File: config.mk
export PLATFORM = sky130hd
export DESIGN_NAME = pdt_timer
export DESIGN_NICKNAME = d
export VERILOG_FILES = /design/src/hdl/pdt_pkg.sv /design/src/hdl/pdt_psc_if.sv /design/src/hdl/pdt_pin_sync.sv /design/src/hdl/pdt_prescaler.sv /design/src/hdl/pdt_timer.sv
export SDC_FILE = /design/constraint.sdc
export NUM_CORES = 1
export LEC_CHECK = 0
export BUFFER_PORTS_ARGS = -buffer_cell sky130_fd_sc_hd__buf_2
export CORE_MARGIN = 4
export CORE_UTILIZATION = 52
export DETAILED_ROUTE_END_ITERATION = 6
export GPL_ROUTABILITY_DRIVEN = 0
export PLACE_DENSITY_LB_ADDON = 0.1
export SETUP_SLACK_MARGIN = 0.15
export SLEW_MARGIN = 5
export SYNTH_ARGS = -nofsm -noshare
export SYNTH_HDL_FRONTEND = slang
export SYNTH_SLANG_ARGS = --single-unit
File: constraint.sdc
create_clock -name clock_i -period 1.4 [get_ports clock_i]
set_input_delay 0.07 -clock clock_i [delete_from_list [all_inputs] [get_ports clock_i]]
set_output_delay 0.07 -clock clock_i [all_outputs]
set_load 0.05 [all_outputs]
File: src/hdl/pdt_pkg.sv
// constants and types shared by the prescaled down timer
package pdt_pkg;

  localparam logic [7:0] ADDR_PRESCALER = 8'hD2;
  localparam logic [7:0] ADDR_COUNT     = 8'hD3;
  localparam logic [7:0] ADDR_STATUS    = 8'hD4;

  localparam logic [7:0] RST_PRESCALER  = 8'h7F;
  localparam logic [7:0] RST_COUNT      = 8'hFF;
  localparam logic [7:0] RST_STATUS     = 8'h00;

  localparam logic [6:0] PSC_RELOAD     = 7'h7F;
  localparam logic [7:0] COUNT_ONE      = 8'h01;
  localparam logic [7:0] COUNT_ZERO     = 8'h00;
  localparam logic [7:0] READ_IDLE      = 8'h00;

  localparam int unsigned BIT_ZERO_FLAG = 7;
  localparam int unsigned BIT_IRQ_EN    = 6;
  localparam int unsigned BIT_PIN_DIR   = 5;
  localparam int unsigned BIT_DATA_OUT  = 4;
  localparam int unsigned BIT_PSC_RUN   = 3;
  localparam int unsigned SEL_MSB       = 2;

  localparam int unsigned INT_DIVIDE    = 12;
  localparam logic [3:0]  DIV_LAST      = 4'(INT_DIVIDE - 1);
  localparam logic [3:0]  DIV_FIRST     = 4'h0;

  typedef enum logic [1:0] {
    PDT_EVENT    = 2'b00,
    PDT_GATED    = 2'b01,
    PDT_OUT_LOW  = 2'b10,
    PDT_OUT_HIGH = 2'b11
  } pdt_mode_type;

endpackage : pdt_pkg

File: src/hdl/pdt_psc_if.sv
// carrier between the register top and the prescaler core
`timescale 1ns/1ps
`default_nettype none
interface pdt_psc_if;
  logic                  run;
  logic [2:0]            sel;
  pdt_pkg::pdt_mode_type mode;
  logic                  freeze;
  logic                  pin_high;
  logic                  pin_rise;
  logic                  wr_en;
  logic [6:0]            wr_data;
  logic [6:0]            state;
  logic                  count_tick;

  modport ctrl (output run, sel, mode, freeze, pin_high, pin_rise, wr_en, wr_data,
                input state, count_tick);
  modport core (input run, sel, mode, freeze, pin_high, pin_rise, wr_en, wr_data,
                output state, count_tick);
endinterface : pdt_psc_if
`default_nettype wire

File: src/hdl/pdt_pin_sync.sv
// timer pin synchroniser with level and rising edge
`timescale 1ns/1ps
`default_nettype none
module pdt_pin_sync (
  input  wire logic clock_i,
  input  wire logic rst_n_i,
  input  wire logic pin_i,
  output logic      level_o,
  output logic      rise_o
);
  logic meta_r;
  logic sync_r;
  logic last_r;

  always_ff @(posedge clock_i or negedge rst_n_i)
  begin
    if (!rst_n_i)
    begin
      // reset to the pulled-up idle level so release gives no false edge
      meta_r <= 1'b1;
      sync_r <= 1'b1;
      last_r <= 1'b1;
    end
    else
    begin
      meta_r <= pin_i;
      sync_r <= meta_r;
      last_r <= sync_r;
    end
  end

  assign level_o = sync_r;
  assign rise_o  = sync_r & ~last_r;
endmodule : pdt_pin_sync
`default_nettype wire

File: src/hdl/pdt_prescaler.sv
// divide-by-twelve source, 7-bit prescaler and tap select
`timescale 1ns/1ps
`default_nettype none
module pdt_prescaler (
  input  wire logic clock_i,
  input  wire logic rst_n_i,
  pdt_psc_if.core   psc
);
  logic [3:0] div_r;
  logic [6:0] psc_r;
  logic       int_tick;
  logic       src_tick;
  logic [6:0] tap_mask;

  // internal frequency over twelve; held while frozen
  always_ff @(posedge clock_i or negedge rst_n_i)
  begin
    if (!rst_n_i)
      div_r <= pdt_pkg::DIV_FIRST;
    else if (!psc.freeze)
      div_r <= (div_r == pdt_pkg::DIV_LAST) ? pdt_pkg::DIV_FIRST : div_r + 4'h1;
  end

  assign int_tick = (div_r == pdt_pkg::DIV_LAST);

  // prescaler source per mode
  always_comb
  begin
    unique case (psc.mode)
      pdt_pkg::PDT_EVENT: src_tick = psc.pin_rise;
      pdt_pkg::PDT_GATED: src_tick = int_tick & psc.pin_high;
      pdt_pkg::PDT_OUT_LOW,
      pdt_pkg::PDT_OUT_HIGH: src_tick = int_tick;
    endcase
  end

  assign tap_mask = 7'((8'h01 << psc.sel) - 8'h01);

  always_ff @(posedge clock_i or negedge rst_n_i)
  begin
    if (!rst_n_i)
      psc_r <= pdt_pkg::PSC_RELOAD;
    else if (!psc.run)
      psc_r <= pdt_pkg::PSC_RELOAD;
    else if (psc.wr_en)
      psc_r <= psc.wr_data;
    else if (src_tick && !psc.freeze)
      psc_r <= (psc_r == 7'h00) ? pdt_pkg::PSC_RELOAD : psc_r - 7'h01;
  end

  assign psc.count_tick = psc.run & src_tick & ~psc.freeze & ~psc.wr_en & ((psc_r & tap_mask) == 7'h00);
  assign psc.state      = psc_r;
endmodule : pdt_prescaler
`default_nettype wire

File: src/hdl/pdt_timer.sv
// prescaled 8-bit down timer with register port and timer pin
//
// How it works
// - counter is always eight-bit down
// - underflow to zero sets zero flag
// - request when enable and flag set
// - writing zero or bit7 sets flag
// - counter writable anytime, counts from value
// - write beats coinciding decrement, no flag
// - direction and data bits select mode
// - gated: twelfth clock while pin high
// - event: pin rising edges clock prescaler
// - output: twelfth clock, pin from latch
// - flag rising edge latches data-out bit
// - direction bit makes pin push-pull output
// - wait runs; enabled zero wakes device
// - stop freezes all except event counting
// - run low forces prescaler, stops counter
// - select field divides by power two
// - prescaler register, bit7 reads zero
// - counter register full eight bits
// - status register layout, resets zero
// - prescaler reloads all ones at zero
// - counter reloads all ones after zero
// - counter ticks once per tap period
//
// Decided for this implementation: strobed register access.
`timescale 1ns/1ps
`default_nettype none
module pdt_timer (
  input  wire logic       clock_i,
  input  wire logic       nrst_i,
  input  wire logic [7:0] addr_i,
  input  wire logic [7:0] wdata_i,
  input  wire logic       wr_i,
  input  wire logic       rd_i,
  output logic      [7:0] rdata_o,
  input  wire logic       stop_i,
  input  wire logic       tmr_pin_i,
  output logic            tmr_pin_o,
  output logic            tmr_pin_oe_o,
  output logic            irq_o
);

  logic       rst_meta_r;
  logic       rst_sync_r;
  logic       rst_n;

  logic [7:0] count_r;
  logic [7:0] count_nxt;
  logic       flag_r;
  logic       flag_nxt;
  logic       flag_last_r;
  logic       ien_r;
  logic       dir_r;
  logic       dout_r;
  logic       run_r;
  logic [2:0] sel_r;
  logic       latch_r;
  logic       pin_out_r;
  logic       pin_oe_r;
  logic       irq_r;
  logic [7:0] rdata_r;
  logic [7:0] read_mux;

  logic       wr_psc;
  logic       wr_count;
  logic       wr_status;
  logic       underflow;
  logic       pin_level;
  logic       pin_rise;
  logic       freeze;
  logic [7:0] status_view;

  pdt_pkg::pdt_mode_type mode;

  pdt_psc_if psc_bus ();

  // reset released through two flops; assertion stays asynchronous
  always_ff @(posedge clock_i or negedge nrst_i)
  begin
    if (!nrst_i)
    begin
      rst_meta_r <= 1'b0;
      rst_sync_r <= 1'b0;
    end
    else
    begin
      rst_meta_r <= 1'b1;
      rst_sync_r <= rst_meta_r;
    end
  end

  assign rst_n = rst_sync_r;

  // register decode
  assign wr_psc    = wr_i & (addr_i == pdt_pkg::ADDR_PRESCALER);
  assign wr_count  = wr_i & (addr_i == pdt_pkg::ADDR_COUNT);
  assign wr_status = wr_i & (addr_i == pdt_pkg::ADDR_STATUS);

  assign mode = pdt_pkg::pdt_mode_type'({dir_r, dout_r});

  assign freeze = stop_i & (mode != pdt_pkg::PDT_EVENT);

  pdt_pin_sync u_pin_sync (
    .clock_i (clock_i),
    .rst_n_i (rst_n),
    .pin_i   (tmr_pin_i),
    .level_o (pin_level),
    .rise_o  (pin_rise)
  );

  assign psc_bus.run      = run_r;
  assign psc_bus.sel      = sel_r;
  assign psc_bus.mode     = mode;
  assign psc_bus.freeze   = freeze;
  assign psc_bus.pin_high = pin_level;
  assign psc_bus.pin_rise = pin_rise;
  // prescaler write only takes effect while running
  assign psc_bus.wr_en    = wr_psc & run_r;
  assign psc_bus.wr_data  = wdata_i[6:0];

  pdt_prescaler u_prescaler (
    .clock_i (clock_i),
    .rst_n_i (rst_n),
    .psc     (psc_bus.core)
  );

  assign underflow = psc_bus.count_tick & ~wr_count & (count_r == pdt_pkg::COUNT_ONE);

  // counter next value
  always_comb
  begin
    count_nxt = count_r;
    if (wr_count)
      count_nxt = wdata_i;
    else if (psc_bus.count_tick)
      count_nxt = count_r - 8'h01;
  end

  always_ff @(posedge clock_i or negedge rst_n)
  begin
    if (!rst_n)
      count_r <= pdt_pkg::RST_COUNT;
    else
      count_r <= count_nxt;
  end

  // flag next value; a hardware set beats a software clear
  always_comb
  begin
    flag_nxt = flag_r;
    if (wr_status)
      flag_nxt = wdata_i[pdt_pkg::BIT_ZERO_FLAG];
    if (wr_count && wdata_i == pdt_pkg::COUNT_ZERO)
      flag_nxt = 1'b1;
    if (underflow)
      flag_nxt = 1'b1;
  end

  always_ff @(posedge clock_i or negedge rst_n)
  begin
    if (!rst_n)
      flag_r <= pdt_pkg::RST_STATUS[pdt_pkg::BIT_ZERO_FLAG];
    else
      flag_r <= flag_nxt;
  end

  always_ff @(posedge clock_i or negedge rst_n)
  begin
    if (!rst_n)
    begin
      ien_r  <= pdt_pkg::RST_STATUS[pdt_pkg::BIT_IRQ_EN];
      dir_r  <= pdt_pkg::RST_STATUS[pdt_pkg::BIT_PIN_DIR];
      dout_r <= pdt_pkg::RST_STATUS[pdt_pkg::BIT_DATA_OUT];
      run_r  <= pdt_pkg::RST_STATUS[pdt_pkg::BIT_PSC_RUN];
      sel_r  <= pdt_pkg::RST_STATUS[pdt_pkg::SEL_MSB:0];
    end
    else if (wr_status)
    begin
      ien_r  <= wdata_i[pdt_pkg::BIT_IRQ_EN];
      dir_r  <= wdata_i[pdt_pkg::BIT_PIN_DIR];
      dout_r <= wdata_i[pdt_pkg::BIT_DATA_OUT];
      run_r  <= wdata_i[pdt_pkg::BIT_PSC_RUN];
      sel_r  <= wdata_i[pdt_pkg::SEL_MSB:0];
    end
  end

  // latch data bit on flag rise
  always_ff @(posedge clock_i or negedge rst_n)
  begin
    if (!rst_n)
    begin
      flag_last_r <= 1'b0;
      latch_r     <= 1'b0;
    end
    else
    begin
      flag_last_r <= flag_r;
      if (flag_r && !flag_last_r)
        latch_r <= dout_r;
    end
  end

  always_ff @(posedge clock_i or negedge rst_n)
  begin
    if (!rst_n)
    begin
      pin_oe_r  <= 1'b0;
      pin_out_r <= 1'b0;
    end
    else
    begin
      pin_oe_r  <= dir_r;
      pin_out_r <= dir_r & latch_r;
    end
  end

  // same level wakes wait or stop
  always_ff @(posedge clock_i or negedge rst_n)
  begin
    if (!rst_n)
      irq_r <= 1'b0;
    else
      irq_r <= ien_r & flag_r;
  end

  assign status_view = {flag_r, ien_r, dir_r, dout_r, run_r, sel_r};

  // read mux; unmapped addresses read zero
  always_comb
  begin
    read_mux = pdt_pkg::READ_IDLE;
    unique case (addr_i)
      pdt_pkg::ADDR_PRESCALER: read_mux = {1'b0, psc_bus.state};
      pdt_pkg::ADDR_COUNT:     read_mux = count_r;
      pdt_pkg::ADDR_STATUS:    read_mux = status_view;
      default:                 read_mux = pdt_pkg::READ_IDLE;
    endcase
  end

  // read data stands for one cycle only
  always_ff @(posedge clock_i or negedge rst_n)
  begin
    if (!rst_n)
      rdata_r <= pdt_pkg::READ_IDLE;
    else if (rd_i)
      rdata_r <= read_mux;
    else
      rdata_r <= pdt_pkg::READ_IDLE;
  end

  assign rdata_o      = rdata_r;
  assign tmr_pin_o    = pin_out_r;
  assign tmr_pin_oe_o = pin_oe_r;
  assign irq_o        = irq_r;

endmodule : pdt_timer
`default_nettype wire

# After elaboration in Yosys (flattened, before gate mapping)
# Cells that the tools add are included.
totals:
  register_bits: 45
  output_inout_bits: 11
classes:
  bitwise_logic: 20
  shift: 1
  mux: 13
  addsub: 4
  eq_ne: 9
  n_reduce_logical: 13
op_table:
  columns: ["cell", "count"]
  rows:
  - ["$mux 7", 4]
  - ["$eq 8x8->1 const B", 3]
  - ["$mux 8", 3]
  - ["$pmux 8 s3", 1]
  - ["$and 1x1->1", 15]
  - ["$logic_not 7->1", 2]
  - ["$sub 7x1->7 const B", 2]
  - ["$eq 8x1->1 const B", 1]
  - ["$logic_not 8->1", 1]
  - ["$sub 8x1->8 const B", 1]
  - ["$and 7x7->7", 1]
  - ["$shl 1x3->7 const A", 1]
  - ["$add 4x1->4 const B", 1]
  - ["$eq 2x2->1 const B", 2]
  - ["$eq 4x4->1 const B", 1]
  - ["$mux 4", 1]
  - ["$not 1->1", 4]
  - ["$reduce_bool 2->1", 2]
  - ["$logic_and 1x1->1", 3]
  - ["$mux 1", 3]
  - ["$ne 3x1->1 const B", 1]
  - ["$pmux 1 s3", 1]
  - ["$reduce_bool 3->1", 1]
  - ["$eq 2x1->1 const B", 1]
  - ["other kinds (3)", 4]

# Logic depth before layout (Yosys ltp)
logic_depth:
  ltp_word: 10
  ltp_mapped: 7
  ltp_nobuf: 7

# Modules after synthesis
# A second synthesis with hierarchy kept.
hier_totals:
  cells_unflattened: 232
  area_unflattened_um2: 2423.6
modules_own_cells:
  columns: ["module", "instances", "cells_per_inst", "area_each_um2", "seq_area_each_um2"]
  rows:
  - ["pdt_timer", 1, 130, 1501.4, 785.8]
  - ["pdt_prescaler", 1, 98, 829.5, 284.0]
  - ["pdt_pin_sync", 1, 4, 92.6, 78.8]

# Worst setup path after synthesis
# OpenSTA, ideal clock, no wires.
synth_timing:
  kind: "reg2reg"
  start: "reg u_prescaler.div_r[0]"
  end: "reg count_r[4]"
  path_stages_with_launch: 8
  period_less_slack_ns: 1.945
  path_buffers: 1
  setup_slack_ns: -0.545
  setup_ns: 0.077
  arrival_time_ns: 1.868
  required_time_ns: 1.323
  cell_sequence: "dfrtp_1 > ha_1 > nand3b_1 > o22a_2 > or2_4 > buf_6 > or4_1 > a31oi_1"
synth_between:
  elab_chain_len: 8
synth_lines:
  columns: ["item", "line", "source"]
  rows:
  - ["start: declaration", "pdt_prescaler.sv:9", "logic [3:0] div_r;"]
  - ["start signal: assignment", "pdt_prescaler.sv:19", "div_r <= pdt_pkg::DIV_FIRST;"]
  - ["start signal: assignment", "pdt_prescaler.sv:21", "div_r <= (div_r == pdt_pkg::DIV_LAST) ? pdt_pkg::DIV_FIRST : div_r + 4'h1;"]
  - ["$eq 4x4->1 *", "pdt_prescaler.sv:24", "assign int_tick = (div_r == pdt_pkg::DIV_LAST);"]
  - ["$and 1x1->1", "pdt_prescaler.sv:31", "pdt_pkg::PDT_GATED: src_tick = int_tick & psc.pin_high;"]
  - ["$pmux 1 s3 *", "pdt_prescaler.sv:29", "unique case (psc.mode)"]
  - ["$and 1x1->1 * (4 in series)", "pdt_prescaler.sv:51", "assign psc.count_tick = psc.run & src_tick & ~psc.freeze & ~psc.wr_en & ((psc_r & tap_mask) == 7'h00);"]
  - ["$reduce_bool 2->1 (no line) *", null, null]
  - ["end signal: assignment", "pdt_timer.sv:144", "count_r <= pdt_pkg::RST_COUNT;"]
  - ["end signal: assignment", "pdt_timer.sv:146", "count_r <= count_nxt;"]
  - ["end: declaration", "pdt_timer.sv:49", "logic [7:0] count_r;"]
# Mark *: on every way between the ends. The rest lies on a longest branch, timed or not.
# A chain may end at the register's enable or synchronous reset.

# Final worst setup path
layout_timing:
  start: "reg u_prescaler.div_r[1]"
  end: "reg count_r[4]"
# The elaborated chain is that of the path after synthesis.

==> flow_metrics.tcl <==
set metrics [dict create \
    first_pass_iters 5 \
    syn-cell-area_mm2 0.00245 \
    synthTopCellsByArea "dfrtp_1 (28%), dfstp_2 (19%), o21ai_0 (4.1%)" \
    critPathSlowestCell "or4_1" \
    clockBufferDepth 2 \
    synth_top_area_cell "dfrtp_1" \
    post-synth-top-area-fraction_pct 27.5 \
    syn_nets 276 \
    wl_per_cell_um 19.1 \
    cts_buffers 5 \
    finalHoldViolCount 0 \
    route.detailed.drc 0 \
    synthTopCellsByCount "dfrtp_1 (27), nand2_1 (20), o21ai_0 (20), dfstp_2 (18), nor2_1 (15)" \
    max_stage_delay_ns 0.50 \
    leakage_nw 1.73 \
    initial_core_util_pct 54.8 \
    crit_type "reg -> reg" \
    synthDistinctLibCells 55 \
    die_x_um 76.7 \
    nets 390 \
    ir_drop_mv 0.595 \
    synth_edf_count 0 \
    grt_start_max_net_pins 23 \
    synth_warnings 0 \
    crit_chain "ha_2, nand3b_1, o22a_2, or2_4, or4_1, a31oi_1" \
    setup_ws_ns -0.539 \
    syn-instance-count 249 \
    whs_path_depth 3 \
    rows 24 \
    drtIter0Drc 221 \
    cts_sinks 45 \
    max_cap_violations 0 \
    clkLatencyLatePin_ns 0.31 \
    syn_avg_cell_area_um2 9.85 \
    synth.yosys.seq_area_share_pct 46.8 \
    postRouteAntennaNets 0 \
    io_buffers 32 \
    vias 2532 \
    ys.flop_type "dfrtp_1" \
    synth.most_common_cell "dfrtp_1" \
    post-route-util_pct 82.9 \
    fp.dieH_um 76.7 \
    start_kind "flop" \
    cts_tree "built" \
    timing.final.crit_period_ns 1.94 \
    drt_wl_total_mm 7.95 \
    worst-path-stages 6 \
    fmax_mhz 516 \
    p_per_area_mw_per_mm2 1020 \
    reg2reg_to "count_r[4]$_DFFE_PN1P_" \
    ff2ff_setup_slack_ns -0.54 \
    hp-start "wdata_i[3]" \
    post-route-period-util_pct 138 \
    diodes 0 \
    cts_root_buf "clkbuf_8" \
    grt_pass1_wl_mm 12.4 \
    min_to "count_r[3]$_DFFE_PN1P_" \
    antenna_found_initial 0 \
    hp-class "in -> reg" \
    crit_family "simple AND/OR/NAND/NOR gates" \
    p_total_mw 3.77 \
    rr_worst_depth 6 \
    core_mm2 0.00447 \
    ios 33 \
    maxSlewViolCount 0 \
    via_per_inst 6.09 \
    grt_pass1_vias 2467 \
    track_usage_pct 26.7 \
    area_delta_synth_final_pct 51.1 \
    path_max_fanout 8 \
    required_ns 1.63 \
    cp.arrival_ns 2.17 \
    path_clk_slew_ns 0.10 \
    grt_overflow_total 0 \
    fin_tns_setup_ns -7.82 \
    die_area_mm2 0.00588 \
    ys_async_sr_fraction_pct 100 \
    hold_ws_ns 0.0450 \
    ys_seq_elements 45 \
    ctsHtreeMaxLevel 2 \
    r2r-start "u_prescaler.div_r[1]$_DFFE_PN0N_" \
    end_kind "flop" \
    rsz0062_at_grt "true" \
    cp.buffers_inverters 0 \
    clock_skew_ns 0.0114 \
    hpwl_mm 5.19 \
    finalSetupViolCount 19 \
    drive_gt1_share_pct 52.7 \
    violations "negative setup slack" \
    outcome "finished, violations left" \
]
[state kept, by name, indices dropped and copies added (netlist names), 3 cells and up]
name and cells:
u_prescaler.psc.state 7, count_r 8, psc_bus.sel 3, rdata_o 8, u_prescaler.div_r 4
[worst register-to-register path, stage by stage (launching register included)]
cell      delay, ns
dfrtp_1        0.38
ha_2           0.19
nand3b_1       0.11
o22a_2         0.25
or2_4          0.27
or4_1          0.50
a31oi_1        0.17
[worst max-delay path by stage]
stage | endpoint | slack [ns] | start
after detailed placement | count_r[4]$_DFFE_PN1P_ | -0.51 | u_prescaler.div_r[0]$_DFFE_PN0N_
after global placement | count_r[2]$_DFFE_PN1P_ | -0.45 | u_prescaler.div_r[0]$_DFFE_PN0N_
after floorplan | count_r[4]$_DFFE_PN1P_ | -0.54 | u_prescaler.div_r[0]$_DFFE_PN0N_
final | count_r[4]$_DFFE_PN1P_ | -0.54 | u_prescaler.div_r[1]$_DFFE_PN0N_
after global routing | count_r[2]$_DFFE_PN1P_ | -0.63 | u_prescaler.div_r[0]$_DFFE_PN0N_
after CTS | count_r[4]$_DFFE_PN1P_ | -0.45 | u_prescaler.div_r[1]$_DFFE_PN0N_
[metal layers]
metal / vias up / routed length [um] / global-route usage [%]
li1: 1151 / - / -
met1: 1232 / 3240 / 34.9
met2: 127 / 3940 / 47.0
met3: 22 / 604 / 3.63
met4: 0 / 171 / 5.98
met5: - / 0 / 0
[cell families (layout without fill, tap and decap cells)]
kind of cell               after synthesis  in the layout  synth area share, %
AOI/OAI and AO/OA                       63             64                 17.1
adders and majority gates                5              5                 2.55
buffers and inverters                   19            133                 3.47
DFF                                     45             45                 46.8
muxes                                   17             17                 7.34
other                                    1              1                0.153
and+or+nand+nor                         99             99                 22.5
[cells in the final DEF, fill, tap and decap left out, types with 4 or more instances in the layout]
cell	synthesis	final
inv_1	9	7
dfrtp_1	27	25
nand2_1	20	19
o21ai_2	0	5
or4_1	6	6
buf_2	5	32
mux2_4	0	7
nand3_1	11	9
o31ai_1	5	4
buf_6	1	13
dfstp_2	18	18
clkbuf_8	0	5
nand4_1	5	5
and2_1	10	10
mux2i_1	9	9
nor2_1	15	14
a21oi_1	7	6
a31oi_1	6	6
nor3_1	9	8
buf_4	0	67
o21ai_0	20	11
[report_power, final]
group	switching, mW	leakage, nW	internal, mW
combinational	0.561	1.13	0.619
clock	0.494	0.0591	0.545
sequential	0.111	0.544	1.44
[stage by stage]
step | cell area (um2) | setup slack [ns] | instances
floorplan | 2520 | -0.545 | 249
global placement | 3190 | -0.451 | 387
detailed placement | 3190 | -0.508 | 387
CTS | 3600 | -0.452 | 409
global route | 3710 | -0.634 | 416
finish | 3710 | -0.539 | 416
[timing repair]
item | CTS | global route
setup buffers | 10 | 7
pin swaps | 29 | 8
gates resized for setup | 54 | 9
cloned | 2 | 0
hold buffers | 2 | 0
setup endpoints to repair | 19 | 20
endpoints found under the hold margin | 3 | 0
[cell type report]
class / count / area [um2]
fillers: 258 / 767
well taps: 52 / 65.1
clock buffers: 5 / 68.8
flip-flops and latches: 45 / 1150
repair buffers: 116 / 870
inverters: 9 / 33.8
multi-input cells: 186 / 1470
clock inverters: 3 / 47.5
Power figures use the tool's default switching activity.
